[src/subcode_gpio_audio_regs.vh]
`ifndef SUBCODE_GPIO_AUDIO_REGS_VH
`define SUBCODE_GPIO_AUDIO_REGS_VH

// register indices; byte address is four times the index
`define SUBSEL_IDX      10'h042
`define VERSION_IDX     10'h043
`define PORTCTL_IDX     10'h044
`define RSVD_A_IDX      10'h045
`define RSVD_B_IDX      10'h046
`define RSVD_C_IDX      10'h047
`define BLKCNT_IDX      10'h048
`define RSVD_D_IDX      10'h049
`define BLKADDR_IDX     10'h04a
`define RSVD_E_IDX      10'h04b
`define PLAYCTL_IDX     10'h060

// subcode format field
`define SUBFMT_MSB      7
`define SUBFMT_LSB      6
`define SUBFMT_COMBINED 2'b00
`define SUBFMT_FOUR     2'b01
`define SUBFMT_THREE    2'b10
`define SUBFMT_INVALID  2'b11

// port control fields
`define PORT_DIR_MSB    7
`define PORT_DIR_LSB    4
`define PORT_VAL_MSB    3
`define PORT_VAL_LSB    0

// playback control fields
`define PLAY_START_BIT  0
`define PLAY_BYPASS_BIT 1

// reset values
`define SUBSEL_RST      2'b00
`define PORT_DIR_RST    4'h0
`define PORT_VAL_RST    4'h0
`define BLKCNT_RST      8'h00
`define BLKADDR_RST     8'h00

// axi responses
`define RESP_OKAY       2'b00
`define RESP_SLVERR     2'b10

`endif

[src/subcode_select_gpio_audio_regs.v]
// Overview of operation
// format 00 takes subcode on one combined line, sync lines grounded, internal clock.
// format 01 is four-wire: byte clock, sync input, device drives bit clock.
// format 10 is three-wire: frame line is byte/sync clock; 11 is invalid.
// subcode format field sits in bits 7:6; bits 5:0 reserved.
// version register is a fixed eight-bit code, writes ignored.
// port control bits 7..4 set pin 3..0 direction, one means output.
// an output pin follows its written value bit, high for one.
// an input pin's value bit reads the sampled pin level.
// eight-bit valid audio block count, readable and writable.
// readable and writable address of the block sent to the DAC.
// offsets 45h, 46h, 47h, 49h and 4Bh are reserved.
// start bit with bypass clear starts playback from the block address register.
// after reset all pins are inputs and reserved registers read zero.
`timescale 1ns/1ps
`default_nettype none
`include "subcode_gpio_audio_regs.vh"

module subcode_select_gpio_audio_regs #(
    parameter [7:0] VERSION_CODE = 8'h5a,   // arbitrary value
    parameter       BITCLK_DIV   = 4        // half period of bit clock in aclk cycles
) (
    input  wire        aclk,                // clock
    input  wire        aresetn,             // synchronous reset, low active
    input  wire [11:0] s_axi_awaddr,        // write address
    input  wire        s_axi_awvalid,       // write address valid
    output wire        s_axi_awready,       // write address ready
    input  wire [31:0] s_axi_wdata,         // write data
    input  wire [3:0]  s_axi_wstrb,         // write strobes
    input  wire        s_axi_wvalid,        // write data valid
    output wire        s_axi_wready,        // write data ready
    output wire [1:0]  s_axi_bresp,         // write response
    output wire        s_axi_bvalid,        // write response valid
    input  wire        s_axi_bready,        // write response ready
    input  wire [11:0] s_axi_araddr,        // read address
    input  wire        s_axi_arvalid,       // read address valid
    output wire        s_axi_arready,       // read address ready
    output wire [31:0] s_axi_rdata,         // read data
    output wire [1:0]  s_axi_rresp,         // read response
    output wire        s_axi_rvalid,        // read data valid
    input  wire        s_axi_rready,        // read data ready
    input  wire        subcode_data_line,   // subcode serial input
    input  wire        frame_sync_line,     // byte clock or byte/sync clock
    input  wire        block_sync_line,     // sync clock in four-wire mode
    output wire        subcode_bit_clock_out, // bit clock to the signal processor
    output wire        bit_clock_oe,        // bit clock driven
    output wire        internal_clock_sel,  // combined mode uses internal clock
    output reg         sub_data_ff,         // sampled subcode data
    output reg         sub_byte_clk_ff,     // sampled byte clock
    output reg         sub_sync_ff,         // sampled sync
    output wire        sub_format_invalid,  // field holds the invalid code
    input  wire [3:0]  gp_in,               // general pin levels
    output wire [3:0]  gp_out,              // general pin drive value
    output wire [3:0]  gp_oe,               // general pin drive enable
    input  wire        block_done,          // playback finished the current block
    output wire        play_active,         // playback running
    output reg         play_start_ff,       // one-cycle pulse on playback start
    output wire [7:0]  play_block_addr      // block being played
);

    // divider is eight bits wide: BITCLK_DIV up to 256
    localparam [31:0] DIV_FULL = BITCLK_DIV - 1;
    localparam [7:0]  DIV_LAST = DIV_FULL[7:0];

    // software fields
    reg  [1:0]  subfmt_ff;
    reg  [3:0]  gp_dir_ff;
    reg  [3:0]  gp_val_ff;
    reg  [7:0]  blkcnt_ff;
    reg  [7:0]  blkaddr_ff;

    // playback control
    reg         start_ff;
    reg         bypass_ff;
    reg         play_prev_ff;

    // bit clock divider
    reg  [7:0]  div_cnt_ff;
    reg         bitclk_ff;

    // write channel
    reg         aw_held_ff;
    reg  [11:0] awaddr_ff;
    reg         w_held_ff;
    reg  [31:0] wdata_ff;
    reg  [3:0]  wstrb_ff;
    reg         bvalid_ff;
    reg  [1:0]  bresp_ff;

    // read channel
    reg         rvalid_ff;
    reg  [31:0] rdata_ff;
    reg  [1:0]  rresp_ff;

    reg  [7:0]  rd_byte;
    reg         rd_hit;
    reg         wr_hit;

    // only byte lane 0 carries data
    wire        do_write = aw_held_ff & w_held_ff & ~bvalid_ff;
    wire [9:0]  wr_idx   = awaddr_ff[11:2];
    wire        wr_lane0 = do_write & wstrb_ff[0];
    wire [7:0]  wbyte    = wdata_ff[7:0];
    wire        four_wire  = (subfmt_ff == `SUBFMT_FOUR);
    wire        three_wire = (subfmt_ff == `SUBFMT_THREE);
    // outputs read back, inputs read the pin
    wire [3:0]  gp_level = (gp_dir_ff & gp_val_ff) | (~gp_dir_ff & gp_in);

    // a held channel or a pending response
    // blocks new writes: one write in flight,
    // one read likewise; bvalid follows the
    // later of the two halves by one cycle
    assign s_axi_awready = ~aw_held_ff & ~bvalid_ff;
    assign s_axi_wready  = ~w_held_ff & ~bvalid_ff;
    assign s_axi_bvalid  = bvalid_ff;
    assign s_axi_bresp   = bresp_ff;
    assign s_axi_arready = ~rvalid_ff;
    assign s_axi_rvalid  = rvalid_ff;
    assign s_axi_rdata   = rdata_ff;
    assign s_axi_rresp   = rresp_ff;

    assign gp_oe  = gp_dir_ff;
    assign gp_out = gp_val_ff;

    // 00: one combined line, internal clock
    // 01: four wires, separate sync line
    // 10: three wires, shared frame line
    // 11: invalid, clock low, syncs idle
    // bit clock driven in 01 and 10 only
    assign sub_format_invalid    = (subfmt_ff == `SUBFMT_INVALID);
    assign internal_clock_sel    = (subfmt_ff == `SUBFMT_COMBINED);
    assign bit_clock_oe          = four_wire | three_wire;
    assign subcode_bit_clock_out = bitclk_ff;

    // bypass keeps playback off regardless
    // of the start bit
    assign play_active     = start_ff & ~bypass_ff;
    assign play_block_addr = blkaddr_ff;

    // write decode; reserved and fixed registers accept and drop the data
    always @* begin
        // known slots answer okay, others error
        case (wr_idx)
            `SUBSEL_IDX,
            `VERSION_IDX,
            `PORTCTL_IDX,
            `BLKCNT_IDX,
            `BLKADDR_IDX,
            `PLAYCTL_IDX,
            `RSVD_A_IDX,
            `RSVD_B_IDX,
            `RSVD_C_IDX,
            `RSVD_D_IDX,
            `RSVD_E_IDX: begin
                wr_hit = 1'b1;
            end
            default: begin
                wr_hit = 1'b0;
            end
        endcase
    end

    // read decode; narrow registers sit in the low byte
    always @* begin
        rd_byte = 8'h00;
        rd_hit  = 1'b1;
        case (s_axi_araddr[11:2])
            // bits 5:0 read zero
            `SUBSEL_IDX: begin
                rd_byte = {subfmt_ff, 6'h00};
            end
            // hard-wired
            `VERSION_IDX: begin
                rd_byte = VERSION_CODE;
            end
            // direction, then pin levels
            `PORTCTL_IDX: begin
                rd_byte = {gp_dir_ff, gp_level};
            end
            // counts down as blocks finish
            `BLKCNT_IDX: begin
                rd_byte = blkcnt_ff;
            end
            // steps up as blocks finish
            `BLKADDR_IDX: begin
                rd_byte = blkaddr_ff;
            end
            // start and bypass as written
            `PLAYCTL_IDX: begin
                rd_byte = {6'h00, bypass_ff, start_ff};
            end
            `RSVD_A_IDX,
            `RSVD_B_IDX,
            `RSVD_C_IDX,
            `RSVD_D_IDX,
            `RSVD_E_IDX: begin
                rd_byte = 8'h00;
            end
            // unmapped: zero data, error
            default: begin
                rd_hit = 1'b0;
            end
        endcase
    end

    // bus channels
    always @(posedge aclk) begin
        if (!aresetn) begin
            // drops any half-done transfer
            aw_held_ff <= 1'b0;
            awaddr_ff  <= 12'h000;
            w_held_ff  <= 1'b0;
            wdata_ff   <= 32'h00000000;
            wstrb_ff   <= 4'h0;
            bvalid_ff  <= 1'b0;
            bresp_ff   <= `RESP_OKAY;
            rvalid_ff  <= 1'b0;
            rdata_ff   <= 32'h00000000;
            rresp_ff   <= `RESP_OKAY;
        end else begin
            if (s_axi_awvalid && s_axi_awready) begin
                aw_held_ff <= 1'b1;
                awaddr_ff  <= s_axi_awaddr;
            end
            if (s_axi_wvalid && s_axi_wready) begin
                w_held_ff <= 1'b1;
                wdata_ff  <= s_axi_wdata;
                wstrb_ff  <= s_axi_wstrb;
            end
            if (do_write) begin
                aw_held_ff <= 1'b0;
                w_held_ff  <= 1'b0;
                bvalid_ff  <= 1'b1;
                bresp_ff   <= wr_hit ? `RESP_OKAY : `RESP_SLVERR;
            end else if (bvalid_ff && s_axi_bready) begin
                bvalid_ff <= 1'b0;
            end
            if (s_axi_arvalid && s_axi_arready) begin
                rvalid_ff <= 1'b1;
                rdata_ff  <= {24'h000000, rd_byte};
                rresp_ff  <= rd_hit ? `RESP_OKAY : `RESP_SLVERR;
            end else if (rvalid_ff && s_axi_rready) begin
                rvalid_ff <= 1'b0;
            end
        end
    end

    // register file and playback address tracking
    always @(posedge aclk) begin
        if (!aresetn) begin
            subfmt_ff     <= `SUBSEL_RST;
            gp_dir_ff     <= `PORT_DIR_RST;
            gp_val_ff     <= `PORT_VAL_RST;
            blkcnt_ff     <= `BLKCNT_RST;
            blkaddr_ff    <= `BLKADDR_RST;
            start_ff      <= 1'b0;
            bypass_ff     <= 1'b0;
            play_prev_ff  <= 1'b0;
            play_start_ff <= 1'b0;
        end else begin
            play_prev_ff  <= play_active;
            play_start_ff <= play_active & ~play_prev_ff;

            // a finished block moves on; a software write in the same cycle wins
            if (block_done && play_active) begin
                blkaddr_ff <= blkaddr_ff + 8'h01;
                // stops at zero, never wraps
                if (blkcnt_ff != 8'h00) begin
                    blkcnt_ff <= blkcnt_ff - 8'h01;
                end
            end

            // version and reserved slots change nothing
            if (wr_lane0) begin
                case (wr_idx)
                    // only the format field is kept
                    `SUBSEL_IDX: begin
                        subfmt_ff <= wbyte[`SUBFMT_MSB:`SUBFMT_LSB];
                    end
                    // both nibbles load together
                    `PORTCTL_IDX: begin
                        gp_dir_ff <= wbyte[`PORT_DIR_MSB:`PORT_DIR_LSB];
                        gp_val_ff <= wbyte[`PORT_VAL_MSB:`PORT_VAL_LSB];
                    end
                    `BLKCNT_IDX: begin
                        blkcnt_ff <= wbyte;
                    end
                    `BLKADDR_IDX: begin
                        blkaddr_ff <= wbyte;
                    end
                    // start and bypass load together
                    `PLAYCTL_IDX: begin
                        start_ff  <= wbyte[`PLAY_START_BIT];
                        bypass_ff <= wbyte[`PLAY_BYPASS_BIT];
                    end
                    default: begin
                        start_ff <= start_ff;
                    end
                endcase
            end
        end
    end

    // bit clock runs only in the wired schemes, held low otherwise
    always @(posedge aclk) begin
        if (!aresetn) begin
            div_cnt_ff <= 8'h00;
            bitclk_ff  <= 1'b0;
        end else if (bit_clock_oe) begin
            // restarts from zero when enabled, so
            // the first high phase is a full one;
            // the clock runs free between frames
            if (div_cnt_ff == DIV_LAST) begin
                div_cnt_ff <= 8'h00;
                bitclk_ff  <= ~bitclk_ff;
            end else begin
                div_cnt_ff <= div_cnt_ff + 8'h01;
            end
        end else begin
            div_cnt_ff <= 8'h00;
            bitclk_ff  <= 1'b0;
        end
    end

    // subcode input routing per scheme; grounded lines are ignored
    // sampled one cycle late, no byte alignment
    // invalid code keeps both sync outputs low
    always @(posedge aclk) begin
        if (!aresetn) begin
            sub_data_ff     <= 1'b0;
            sub_byte_clk_ff <= 1'b0;
            sub_sync_ff     <= 1'b0;
        end else begin
            sub_data_ff     <= subcode_data_line;
            sub_byte_clk_ff <= (four_wire | three_wire) & frame_sync_line;
            sub_sync_ff     <= (four_wire & block_sync_line) |
                               (three_wire & frame_sync_line);
        end
    end

endmodule
`default_nettype wire

[config.mk]
export PLATFORM = sky130hd
export DESIGN_NAME = subcode_select_gpio_audio_regs
export DESIGN_NICKNAME = d
export VERILOG_FILES = /design/src/subcode_select_gpio_audio_regs.v
export VERILOG_INCLUDE_DIRS = /design/src
export SDC_FILE = /design/constraint.sdc
export NUM_CORES = 1
export LEC_CHECK = 0
export BUFFER_PORTS_ARGS = -buffer_cell sky130_fd_sc_hd__buf_2
export CAP_MARGIN = 10
export CORE_MARGIN = 5
export CORE_UTILIZATION = 45
export CTS_CLUSTER_DIAMETER = 40
export DETAILED_ROUTE_END_ITERATION = 7
export PLACE_DENSITY_LB_ADDON = 0.1
export SLEW_MARGIN = 5
export SYNTH_ARGS = -nofsm -noshare
export SYNTH_HDL_FRONTEND = slang
export SYNTH_SLANG_ARGS = --single-unit
[constraint.sdc]
create_clock -name aclk -period 3.2 [get_ports aclk]
set_input_delay 0.48 -clock aclk [delete_from_list [all_inputs] [get_ports aclk]]
set_output_delay 0.48 -clock aclk [all_outputs]
set_load 0.01 [all_outputs]
==> flow_metrics.tcl, run 1 <==
set metrics [dict create \
    path_max_fanout 16 \
    final_setup_violations 0 \
    reg2reg_slack_ns 1.17 \
    postCtsResizedCells 0 \
    final_nets 623 \
    synthDistinctLibCells 63 \
    skew_ns 0.00642 \
    cts.repair_timing.setup_buffer_count 0 \
    first_global_vias 3286 \
    combPwrFrac_pct 9.2 \
    p_leak_nw 1.78 \
    core_region_area_um2 8590 \
    cap_viol_max_count 0 \
    drt-total-wl_mm 10.3 \
    grt-ovfl-total 0 \
    p_int_mw 1.49 \
    io-pin-count 141 \
    p_sw_share_pct 25.7 \
    die_area_um2 10700 \
    grt_first_pass_wirelength_mm 16.3 \
    worst_slew_margin_rel_pct 46.6 \
    antenna_cells_inserted 0 \
    rsz0062_at_grt "false" \
    power.total_mw 2.00 \
    dp_hpwl_mm 7.67 \
    clock_transition_at_the_registers_of_the_reported_paths_ns 0.08 \
    crit_end "play_block_addr[4]" \
    stdcell_area_um2 4510 \
    irDropWorstVdd_uv 221 \
    route.detailed.drc 0 \
    avgRoutedWirePerCell_um 15.7 \
    track_usage_pct 19.5 \
    drtPass1Iterations 4 \
    vias_per_cell 5.47 \
    setup_total_negative_slack_ns 0 \
    fp.dieW_um 103 \
    ys.flop_type "sky130_fd_sc_hd__dfxtp_1" \
    hold_ws_ns 0.340 \
    yosysTopAreaCell "sky130_fd_sc_hd__dfxtp_1" \
    placement_rows 34 \
    pwr-share-seq_pct 49.2 \
    type_of_element_launching_the_critical_path "register" \
    die_h_um 103 \
    drt_iter0_drc 191 \
    crit_reg_reg_endpoint "play_block_addr[4]" \
    achievable-frequency_mhz 491 \
    synthesized_area_fraction_occupied_by_ao_oa_aoi_and_oai_cells_pct 18.7 \
    critPathRequiredTime_ns 3.41 \
    total_switching_power_uw 514 \
    critical_path.cell_chain "nor4b_2 > nand4_1 > o21ai_0 > a21oi_1" \
    top_area_cells_in_the_synthesized_netlist "sky130_fd_sc_hd__dfxtp_1 (38%), sky130_fd_sc_hd__a21oi_1 (6.8%), sky130_fd_sc_hd__buf_4 (5.0%)" \
    post_synth_and_or_nand_nor_area_fraction_pct 25.1 \
    cts_root_buf "sky130_fd_sc_hd__clkbuf_8" \
    route.vias.total 3569 \
    cts.hold.buffers_added 0 \
    cp-startpoint "awaddr_ff[3]" \
    postSynth.asyncResetShare_pct 0 \
    layout_cells_sized_above_1_pct 20.9 \
    adder_and_majority_cell_fraction_of_the_synthesized_area_pct 2.55 \
    tritoncts "done" \
    yosys.cell_count.top_type "sky130_fd_sc_hd__dfxtp_1" \
    min_period_over_period_pct 63.6 \
    clock_group_share_of_total_power_pct 41.6 \
    timing.rr.start "awaddr_ff[3]" \
    number_of_register_bits_inferred_by_synthesis 75 \
    htree_num_levels 3 \
    maxSlewViolCount 0 \
    synth_top_area_share_pct 38.2 \
    grt_start_max_net_pins 42 \
    cell_with_the_largest_stage_delay_on_the_worst_path "sky130_fd_sc_hd__nand4_1" \
    num-fill-cells 872 \
    numPortBuffers 83 \
    clk_path_buf_depth 2 \
    number_of_enable_type_register_cells_in_the_synthesized_netlist 0 \
    netlist_area_um2 3930 \
    gp_routability_congestion 0.861 \
    syn_area_per_cell_um2 8.35 \
    critPathArrivalTime_ns 2.24 \
    critical_path.endpoint_type "register" \
    synth_seq_area_share_pct 38.2 \
    number_of_antenna_violations_at_the_first_check_in_global_routing 0 \
    power-per-cell-area_nw_per_um2 444 \
    synth-xor-area-share_pct 4.24 \
    timing.critical_path.slowest_cell_delay_ns 0.62 \
    hold_viol 0 \
    synth_top_family_by_area "simple AND/OR/NAND/NOR gates" \
    worst-setup-path-type "reg2reg" \
    reg2reg_depth 4 \
    tritoncts_num_sinks 75 \
    route.antenna.remaining_nets 0 \
    outcome "completed" \
    initial_core_utilization_pct 45.7 \
    total_cell_area_at_the_placement_stage_um2 4280 \
    syn_inst 470 \
    max_slew.worst_pin.slew_ns 0.795 \
    synth.yosys.warnings 0 \
    numCtsBuffers 9 \
    synth.top_cells.by_count "sky130_fd_sc_hd__dfxtp_1 (75), sky130_fd_sc_hd__a21oi_1 (53), sky130_fd_sc_hd__nand2_1 (52), sky130_fd_sc_hd__nand3_1 (27), sky130_fd_sc_hd__buf_4 (26)" \
    clk_latency_ns 0.35 \
    synth.area.mux_share_pct 2.64 \
    period_needed_ns 2.03 \
    area_growth_pct 14.9 \
    min_path_type "in2reg" \
]
-- layout make-up --
class | instances | area (µm²) | share of cell area [%]
clock buffers | 11 | 141 | 3.14
flip-flops and latches | 75 | 1500 | 33.3
repair buffers | 84 | 423 | 9.38
clock inverters | 5 | 85.1 | 1.89
inverters | 9 | 33.8 | 0.749
well taps | 108 | 135 | 3.00
multi-input cells | 361 | 2190 | 48.6
-- power groups by stage --
| stage | clock [mW] | sequential (mW) | combinational [mW] |
|---|---|---|---|
| after floorplan | 0 | 0.999 | 0.148 |
| after global placement | 0 | 1.01 | 0.182 |
| after detailed placement | 0 | 1.01 | 0.184 |
| after CTS | 0.854 | 0.987 | 0.184 |
| after global routing | 0.896 | 0.991 | 0.209 |
| final | 0.833 | 0.986 | 0.185 |
-- cell families (layout without fill, tap and decap cells) --
logic type / after synthesis / count (layout)
AOI/OAI and AO/OA: 117 / 117
xor gates and xnor gates: 19 / 19
adders and majority gates: 8 / 8
buffers and inverters: 59 / 109
DFF: 75 / 75
muxes: 10 / 10
other: 1 / 26
and+or+nand+nor: 181 / 181
-- layer usage --
layer / part of all wire [%] / wire [µm] / track usage (%)
met1: 44 / 4550 / 26.2
met2: 48 / 4880 / 31.1
met4: 1.6 / 160 / 6.47
met3: 6.6 / 679 / 4.09
met5: 0 / 0 / 0
-- cells in the final DEF (no fill, tap or decap), types with 3 or more instances in the layout --
| cell type | count |
|---|---|
| sky130_fd_sc_hd__nand4_1 | 6 |
| sky130_fd_sc_hd__dfxtp_1 | 75 |
| sky130_fd_sc_hd__nand2b_1 | 8 |
| sky130_fd_sc_hd__o31a_1 | 3 |
| sky130_fd_sc_hd__a21oi_1 | 53 |
| sky130_fd_sc_hd__a211oi_1 | 6 |
| sky130_fd_sc_hd__mux2_2 | 3 |
| sky130_fd_sc_hd__o21ai_0 | 23 |
| sky130_fd_sc_hd__nand3b_1 | 3 |
| sky130_fd_sc_hd__nand3_1 | 27 |
| sky130_fd_sc_hd__nand2_1 | 52 |
| sky130_fd_sc_hd__nor4_1 | 7 |
| sky130_fd_sc_hd__xnor2_1 | 11 |
| sky130_fd_sc_hd__buf_2 | 83 |
| sky130_fd_sc_hd__o211ai_1 | 5 |
| sky130_fd_sc_hd__and2_1 | 6 |
| sky130_fd_sc_hd__and3_1 | 4 |
| sky130_fd_sc_hd__mux2i_1 | 7 |
| sky130_fd_sc_hd__clkbuf_8 | 10 |
| sky130_fd_sc_hd__conb_1 | 26 |
| sky130_fd_sc_hd__nor2b_1 | 6 |
| sky130_fd_sc_hd__nor2_1 | 24 |
| sky130_fd_sc_hd__nor4b_2 | 3 |
| sky130_fd_sc_hd__ha_1 | 8 |
| sky130_fd_sc_hd__inv_1 | 9 |
| sky130_fd_sc_hd__or3_1 | 4 |
| sky130_fd_sc_hd__a32o_1 | 3 |
| sky130_fd_sc_hd__nand4b_1 | 3 |
| sky130_fd_sc_hd__nor3_1 | 11 |
| sky130_fd_sc_hd__xor2_1 | 8 |
| sky130_fd_sc_hd__a22oi_1 | 4 |
-- critical path, delay by kind of cell, from the launching register on --
| family | cells | cell delay [ns] |
|---|---|---|
| and+or+nand+nor | 2 | 0.96 |
| AOI/OAI and AO/OA | 2 | 0.47 |
| DFF | 1 | 0.46 |
-- worst min path at each step --
stage / slack [ns] / end / from / depth (start not counted)
2_1_floorplan: 0.37 / play_start_ff / play_prev_ff / 1
3_3_place_gp: 0.38 / play_start_ff / play_prev_ff / 1
3_5_place_dp: 0.38 / play_start_ff / play_prev_ff / 1
4_1_cts: 0.33 / sub_data_ff / subcode_data_line / 2
5_1_grt: 0.34 / sub_data_ff / subcode_data_line / 2
6_report: 0.34 / sub_data_ff / subcode_data_line / 2
-- state kept, by name, indices dropped and copies added, names as in the netlist, 2 cells and up --
| name | cells |
|---|---|
| blkcnt_ff | 8 |
| s_axi_rdata | 8 |
| wdata_ff | 8 |
| awaddr_ff | 10 |
| gp_oe | 4 |
| gp_out | 4 |
| subfmt_ff | 2 |
| div_cnt_ff | 8 |
| play_block_addr | 8 |
-- through the flow --
step                      setup WS (ns)  utilization, %  instances
after floorplan                    1.47               -        495
after global placement             1.22            49.8        637
after detailed placement           1.19            49.8        637
after CTS                          1.18            52.5        653
after global routing              0.941            52.5        653
final                              1.17            52.5        653
(Power assumes the default switching activity.)
==> run 2, diff against run 1 <==
ABC_AREA = 1   (was unset)
clock period = 1.9 ns   (was 3.2 ns; I/O delays follow)
==> run 2 against run 1 <==
Compared with the run above: die area down 1.4%; clock skew increased by 0.010 ns; first-iteration DRC count shrank 27%; sequential share of layout area grew 0.16 points; utilization grew 1.6 points; cell area fell by 0.47%; combinational power increased by 76%; critical path type unchanged; largest power group unchanged.
==> flow_metrics.tcl, run 2 <==
set metrics [dict create \
    outcome "completed" \
    total_switching_power_uw 854 \
    layout_cells_sized_above_1_pct 18.7 \
    drt-total-wl_mm 9.33 \
    postSynth.asyncResetShare_pct 0 \
    synth_seq_area_share_pct 38.9 \
    number_of_enable_type_register_cells_in_the_synthesized_netlist 0 \
    placement_rows 33 \
    first_global_vias 3383 \
    p_sw_share_pct 26.7 \
    grt-ovfl-total 0 \
    type_of_element_launching_the_critical_path "register" \
    hold_viol 0 \
    clk_latency_ns 0.35 \
    critPathRequiredTime_ns 2.12 \
    min_path_type "in2reg" \
    p_leak_nw 2.11 \
    area_growth_pct 16.2 \
    io-pin-count 141 \
    synth.top_cells.by_count "sky130_fd_sc_hd__nand2_1 (76), sky130_fd_sc_hd__dfxtp_1 (75), sky130_fd_sc_hd__nor2_1 (72), sky130_fd_sc_hd__inv_1 (70)" \
    number_of_antenna_violations_at_the_first_check_in_global_routing 0 \
    gp_routability_congestion 0.888 \
    maxSlewViolCount 0 \
    skew_ns 0.0168 \
    antenna_cells_inserted 0 \
    most-common-layout-cells "sky130_fd_sc_hd__buf_2 (83), sky130_fd_sc_hd__nand2_1 (76), sky130_fd_sc_hd__dfxtp_1 (75)" \
    route.antenna.remaining_nets 0 \
    final_setup_violations 0 \
    numCtsBuffers 9 \
    core_region_area_um2 8300 \
    fp.dieW_um 103 \
    number_of_register_bits_inferred_by_synthesis 75 \
    crit_reg_reg_endpoint "blkcnt_ff[5]" \
    clk_path_buf_depth 2 \
    tritoncts "done" \
    top_area_cells_in_the_synthesized_netlist "sky130_fd_sc_hd__dfxtp_1 (39%), sky130_fd_sc_hd__nand2_1 (7.4%), sky130_fd_sc_hd__nor2_1 (7.0%)" \
    avgRoutedWirePerCell_um 12.6 \
    flip_flop_count_of_the_largest_register_all_copies_and_words_added 10 \
    hold_depth 3 \
    drtPass1Iterations 4 \
    postCtsResizedCells 0 \
    critPathArrivalTime_ns 1.85 \
    reg2reg_slack_ns 0.27 \
    yosys.cell_count.top_type "sky130_fd_sc_hd__nand2_1" \
    cts.repair_timing.setup_buffer_count 0 \
    cts_root_buf "sky130_fd_sc_hd__clkbuf_8" \
    p_int_mw 2.34 \
    syn_area_per_cell_um2 7.09 \
    numPortBuffers 83 \
    initial_core_utilization_pct 46.6 \
    min-delay-start "subcode_data_line" \
    synthDistinctLibCells 35 \
    pwr-share-seq_pct 52.2 \
    path_max_fanout 8 \
    setup_total_negative_slack_ns 0 \
    synth_top_area_share_pct 38.9 \
    final_nets 714 \
    achievable-frequency_mhz 612 \
    period_needed_ns 1.63 \
    grt_first_pass_wirelength_mm 15.4 \
    syn_inst 545 \
    die_area_um2 10500 \
    worst_slew_margin_rel_pct 63.4 \
    timing.rr.start "awaddr_ff[9]" \
    vias_per_cell 4.89 \
    clock_transition_at_the_registers_of_the_reported_paths_ns 0.08 \
    route.vias.total 3626 \
    irDropWorstVdd_uv 457 \
    power-per-cell-area_nw_per_um2 711 \
    die_h_um 103 \
    worst-setup-path-type "reg2reg" \
    dp_hpwl_mm 7.34 \
    htree_num_levels 3 \
    max_slew.worst_pin.slew_ns 0.546 \
    stdcell_area_um2 4490 \
    min_period_over_period_pct 86.0 \
    reg2reg_depth 10 \
    cap_viol_max_count 0 \
    ys.flop_type "sky130_fd_sc_hd__dfxtp_1" \
    clock_group_share_of_total_power_pct 37.6 \
    tritoncts_num_sinks 75 \
    drt_iter0_drc 140 \
    synth.yosys.warnings 0 \
    grt_start_max_net_pins 47 \
    yosysTopAreaCell "sky130_fd_sc_hd__dfxtp_1" \
    combPwrFrac_pct 10.2 \
    critical_path.endpoint_type "register" \
    rsz0062_at_grt "false" \
    cts.hold.buffers_added 0 \
    max_flop_register "awaddr_ff" \
    track_usage_pct 18.4 \
    route.detailed.drc 0 \
    netlist_area_um2 3860 \
    total_cell_area_at_the_placement_stage_um2 4290 \
    most_common_library_cell_in_the_layout_ignoring_fill_and_taps "sky130_fd_sc_hd__buf_2" \
    worst_hold_path.endpoint "sub_data_ff" \
]
==> run 2: cell types whose count changed in the layout (fill, tap and decap cells not counted), moves of 5 or more <==
cell	delta
sky130_fd_sc_hd__nand2b_1	-8
sky130_fd_sc_hd__mux2i_1	-6
sky130_fd_sc_hd__nor2_2	+5
sky130_fd_sc_hd__nor4_1	-6
sky130_fd_sc_hd__nor2_1	+48
sky130_fd_sc_hd__inv_1	+61
sky130_fd_sc_hd__a211oi_1	-6
sky130_fd_sc_hd__xnor2_1	-8
sky130_fd_sc_hd__o21ai_0	+29
sky130_fd_sc_hd__nand4_1	+15
sky130_fd_sc_hd__nor2b_1	-6
sky130_fd_sc_hd__and2_1	-6
sky130_fd_sc_hd__nand2_1	+24
==> run 2: cell type report <==
| cell class | count | area, µm² |
|---|---|---|
| Sequential cell | 75 | 1500 |
| Multi-Input combinational cell | 385 | 1940 |
| Fill cell | 879 | 3810 |
| Tap cell | 105 | 131 |
| Timing Repair Buffer | 87 | 445 |
| Clock buffer | 10 | 128 |
| Clock inverter | 6 | 66.3 |
| Inverter | 73 | 277 |
==> run 2: cells by family after synthesis <==
family | share of synthesized area (%)
compound gates | 14.8
xor+xnor | 3.17
fa+ha+maj | 2.59
buf+inv | 13.4
flops | 38.9
mux | 0.551
other cells | 0.0971
simple gates | 26.5
==> run 2: per-layer routing <==
layer,GRT usage (%),wire [µm],vias up
met5,0,0,-
met2,31.7,4360,96
met1,22.7,4080,1618
met4,6.96,256,0
met3,3.79,632,19
li1,-,-,1893
==> run 2: critical path, cell delays in order, from the launching register on <==
cell	delay, ns
sky130_fd_sc_hd__dfxtp_1	0.30
sky130_fd_sc_hd__inv_1	0.07
sky130_fd_sc_hd__nand2_1	0.11
sky130_fd_sc_hd__nor3_4	0.31
sky130_fd_sc_hd__nand2_1	0.15
sky130_fd_sc_hd__nor2_4	0.20
sky130_fd_sc_hd__inv_1	0.11
sky130_fd_sc_hd__nand2_1	0.09
sky130_fd_sc_hd__nor2_1	0.04
sky130_fd_sc_hd__nor2_1	0.08
sky130_fd_sc_hd__nor2_1	0.04
==> run 2: metrics by stage <==
step	hold WS (ns)	util (%)	power, mW	setup WS [ns]	instances
floorplan	0.376	-	1.95	0.502	570
global placement	0.390	51.7	2.02	0.275	725
detailed placement	0.392	51.7	2.03	0.264	725
CTS	0.108	54.1	3.24	0.262	741
global route	0.146	54.1	3.36	0.0719	741
finish	0.130	54.1	3.19	0.266	741
==> run 2: worst max-delay path by stage <==
stage	from	slack, ns	endpoint	cells past startpoint
after global routing	awaddr_ff[9]	0.07	blkcnt_ff[5]	10
after floorplan	awaddr_ff[10]	0.50	play_block_addr[7]	10
after CTS	awaddr_ff[9]	0.26	blkcnt_ff[5]	10
after global placement	s_axi_araddr[3]	0.28	s_axi_rdata[5]	10
final	awaddr_ff[9]	0.27	blkcnt_ff[5]	10
after detailed placement	s_axi_araddr[3]	0.26	s_axi_rdata[5]	10
==> run 2: power groups by stage <==
stage	clock [mW]	sequential [mW]	combinational [mW]
2_1_floorplan	0	1.70	0.254
3_3_place_gp	0	1.70	0.320
3_5_place_dp	0	1.70	0.325
4_1_cts	1.24	1.67	0.326
5_1_grt	1.31	1.67	0.378
6_report	1.20	1.67	0.325
==> run 3, diff against run 2 <==
CORE_UTILIZATION = 50   (was 45)
==> run 3 against run 2 <==
Compared with the run above: hold slack got worse by 0.0063 ns; utilization rose by 4.9 points; non-clock buffer count did not move; worst setup slack got worse by 0.082 ns; critical path depth fell by 2; final cell count fell by 0.40%.
==> flow_metrics.tcl, run 3 (synthesis results as in run 2) <==
set metrics [dict create \
    path_max_fanout 8 \
    worst_slew_margin_rel_pct 64.2 \
    total_cell_area_at_the_placement_stage_um2 4290 \
    hold_viol 0 \
    tritoncts_num_sinks 75 \
    layout.core_utilization_pct 58.9 \
    flip_flop_count_of_the_largest_register_all_copies_and_words_added 10 \
    most_common_library_cell_in_the_layout_ignoring_fill_and_taps "sky130_fd_sc_hd__buf_2" \
    most-common-layout-cells "sky130_fd_sc_hd__buf_2 (83), sky130_fd_sc_hd__nand2_1 (76), sky130_fd_sc_hd__dfxtp_1 (75)" \
    worst-setup-path-type "reg2reg" \
    grt_use_met1_pct 23.7 \
    max_slew.worst_pin.slew_ns 0.533 \
    first_global_vias 3383 \
    grt_first_pass_wirelength_mm 15.4 \
    route.antenna.remaining_nets 0 \
    gp_routability_congestion 0.853 \
    die_h_um 97.9 \
    seq_area_um2 1500 \
    drt_iter0_drc 113 \
    route.detailed.drc 0 \
    die_area_um2 9590 \
    cap_viol_max_count 0 \
    critPathRequiredTime_ns 2.13 \
    period_needed_ns 1.72 \
    vias_per_cell 4.90 \
    clk_latency_ns 0.35 \
    io-pin-count 141 \
    multiInputGateArea_um2 1940 \
    numCtsBuffers 9 \
    core_region_area_um2 7610 \
    htree_num_levels 3 \
    p_leak_nw 2.12 \
    route.vias.total 3615 \
    grt-ovfl-total 0 \
    hold_depth 3 \
    cts.hold.buffers_added 0 \
    track_usage_pct 19.6 \
    antenna_cells_inserted 0 \
    top_usage_layer "met2" \
    placed_cells_incl_taps 722 \
    achievable-frequency_mhz 583 \
    final_setup_violations 0 \
    min_period_over_period_pct 90.3 \
    gr-usage-met2_pct 33.1 \
    critPathArrivalTime_ns 1.94 \
    number_of_antenna_violations_at_the_first_check_in_global_routing 0 \
    critical_path.endpoint_type "register" \
    power-per-cell-area_nw_per_um2 715 \
    clk_path_buf_depth 2 \
    finish.cell_count_without_fillers 738 \
    min_path_type "in2reg" \
    reg2reg_depth 8 \
    placement_rows 32 \
    drt-total-wl_mm 9.28 \
    skew_ns 0.0101 \
    grt_start_max_net_pins 47 \
    max_flop_register "awaddr_ff" \
    power.total_mw 3.21 \
    numPortBuffers 83 \
    grt.met3_usage_pct 4.00 \
    post-place-ws_ns 0.265 \
    final.setup.worst_slack_ns 0.184 \
    rsz0062_at_grt "false" \
    stdcell_area_um2 4480 \
    setup_total_negative_slack_ns 0 \
    tritoncts "done" \
    clock_transition_at_the_registers_of_the_reported_paths_ns 0.08 \
    dp_hpwl_mm 7.13 \
    area_growth_pct 16.1 \
    hold_ws_ns 0.123 \
    fp.dieW_um 97.9 \
    outcome "completed" \
    drtPass1Iterations 5 \
    num-fill-cells 755 \
    layout_cells_sized_above_1_pct 18.7 \
    type_of_element_launching_the_critical_path "register" \
    postCtsResizedCells 0 \
    cts_root_buf "sky130_fd_sc_hd__clkbuf_8" \
    avgRoutedWirePerCell_um 12.6 \
    irDropWorstVdd_uv 432 \
    maxSlewViolCount 0 \
    initial_core_utilization_pct 50.8 \
    cts.repair_timing.setup_buffer_count 0 \
    final_nets 714 \
]
## run 3: changes by cell type in the layout (fill, tap and decap cells not counted), sizes merged
cell      previous run  this run
clkbuf              10        11
clkinv               3         4
clkinvlp             3         1
## run 3: worst max-delay path, stage by stage (launching register included)
cell and delay (ns):
sky130_fd_sc_hd__dfxtp_1 0.31, sky130_fd_sc_hd__inv_1 0.08, sky130_fd_sc_hd__nand2_1 0.11, sky130_fd_sc_hd__nor3_4 0.31, sky130_fd_sc_hd__nand2_1 0.14, sky130_fd_sc_hd__nor2_4 0.18, sky130_fd_sc_hd__inv_1 0.13, sky130_fd_sc_hd__o21ai_0 0.26
sky130_fd_sc_hd__a21oi_1 0.09
## run 3: final cells by class
type	instances	area share, %
Tap cell	102	2.85
Inverter	73	6.17
Multi-Input combinational cell	385	43.2
Clock inverter	5	1.17
Timing Repair Buffer	87	9.93
Sequential cell	75	33.5
Clock buffer	11	3.15
## run 3: per-layer routing
layer	part of all wire, %	vias up
met5	0	-
met4	3.0	0
met3	6.7	22
met2	47	113
met1	43	1580
li1	-	1900
## run 3: path summary, 6_finish.rpt
check,from,end,slack [ns]
max,awaddr_ff[9],blkcnt_ff[0],0.18
min,subcode_data_line,sub_data_ff,0.12
max reg2reg,awaddr_ff[9],blkcnt_ff[0],0.18
min reg2reg,play_prev_ff,play_start_ff,0.40
## run 3: where the power goes
part	internal [mW]	leakage, nW	switching, mW	total [mW]
registers	1.63	0.610	0.0420	1.67
clock network	0.636	0.0991	0.578	1.21
logic	0.108	1.41	0.219	0.326
total	2.37	2.12	0.838	3.21
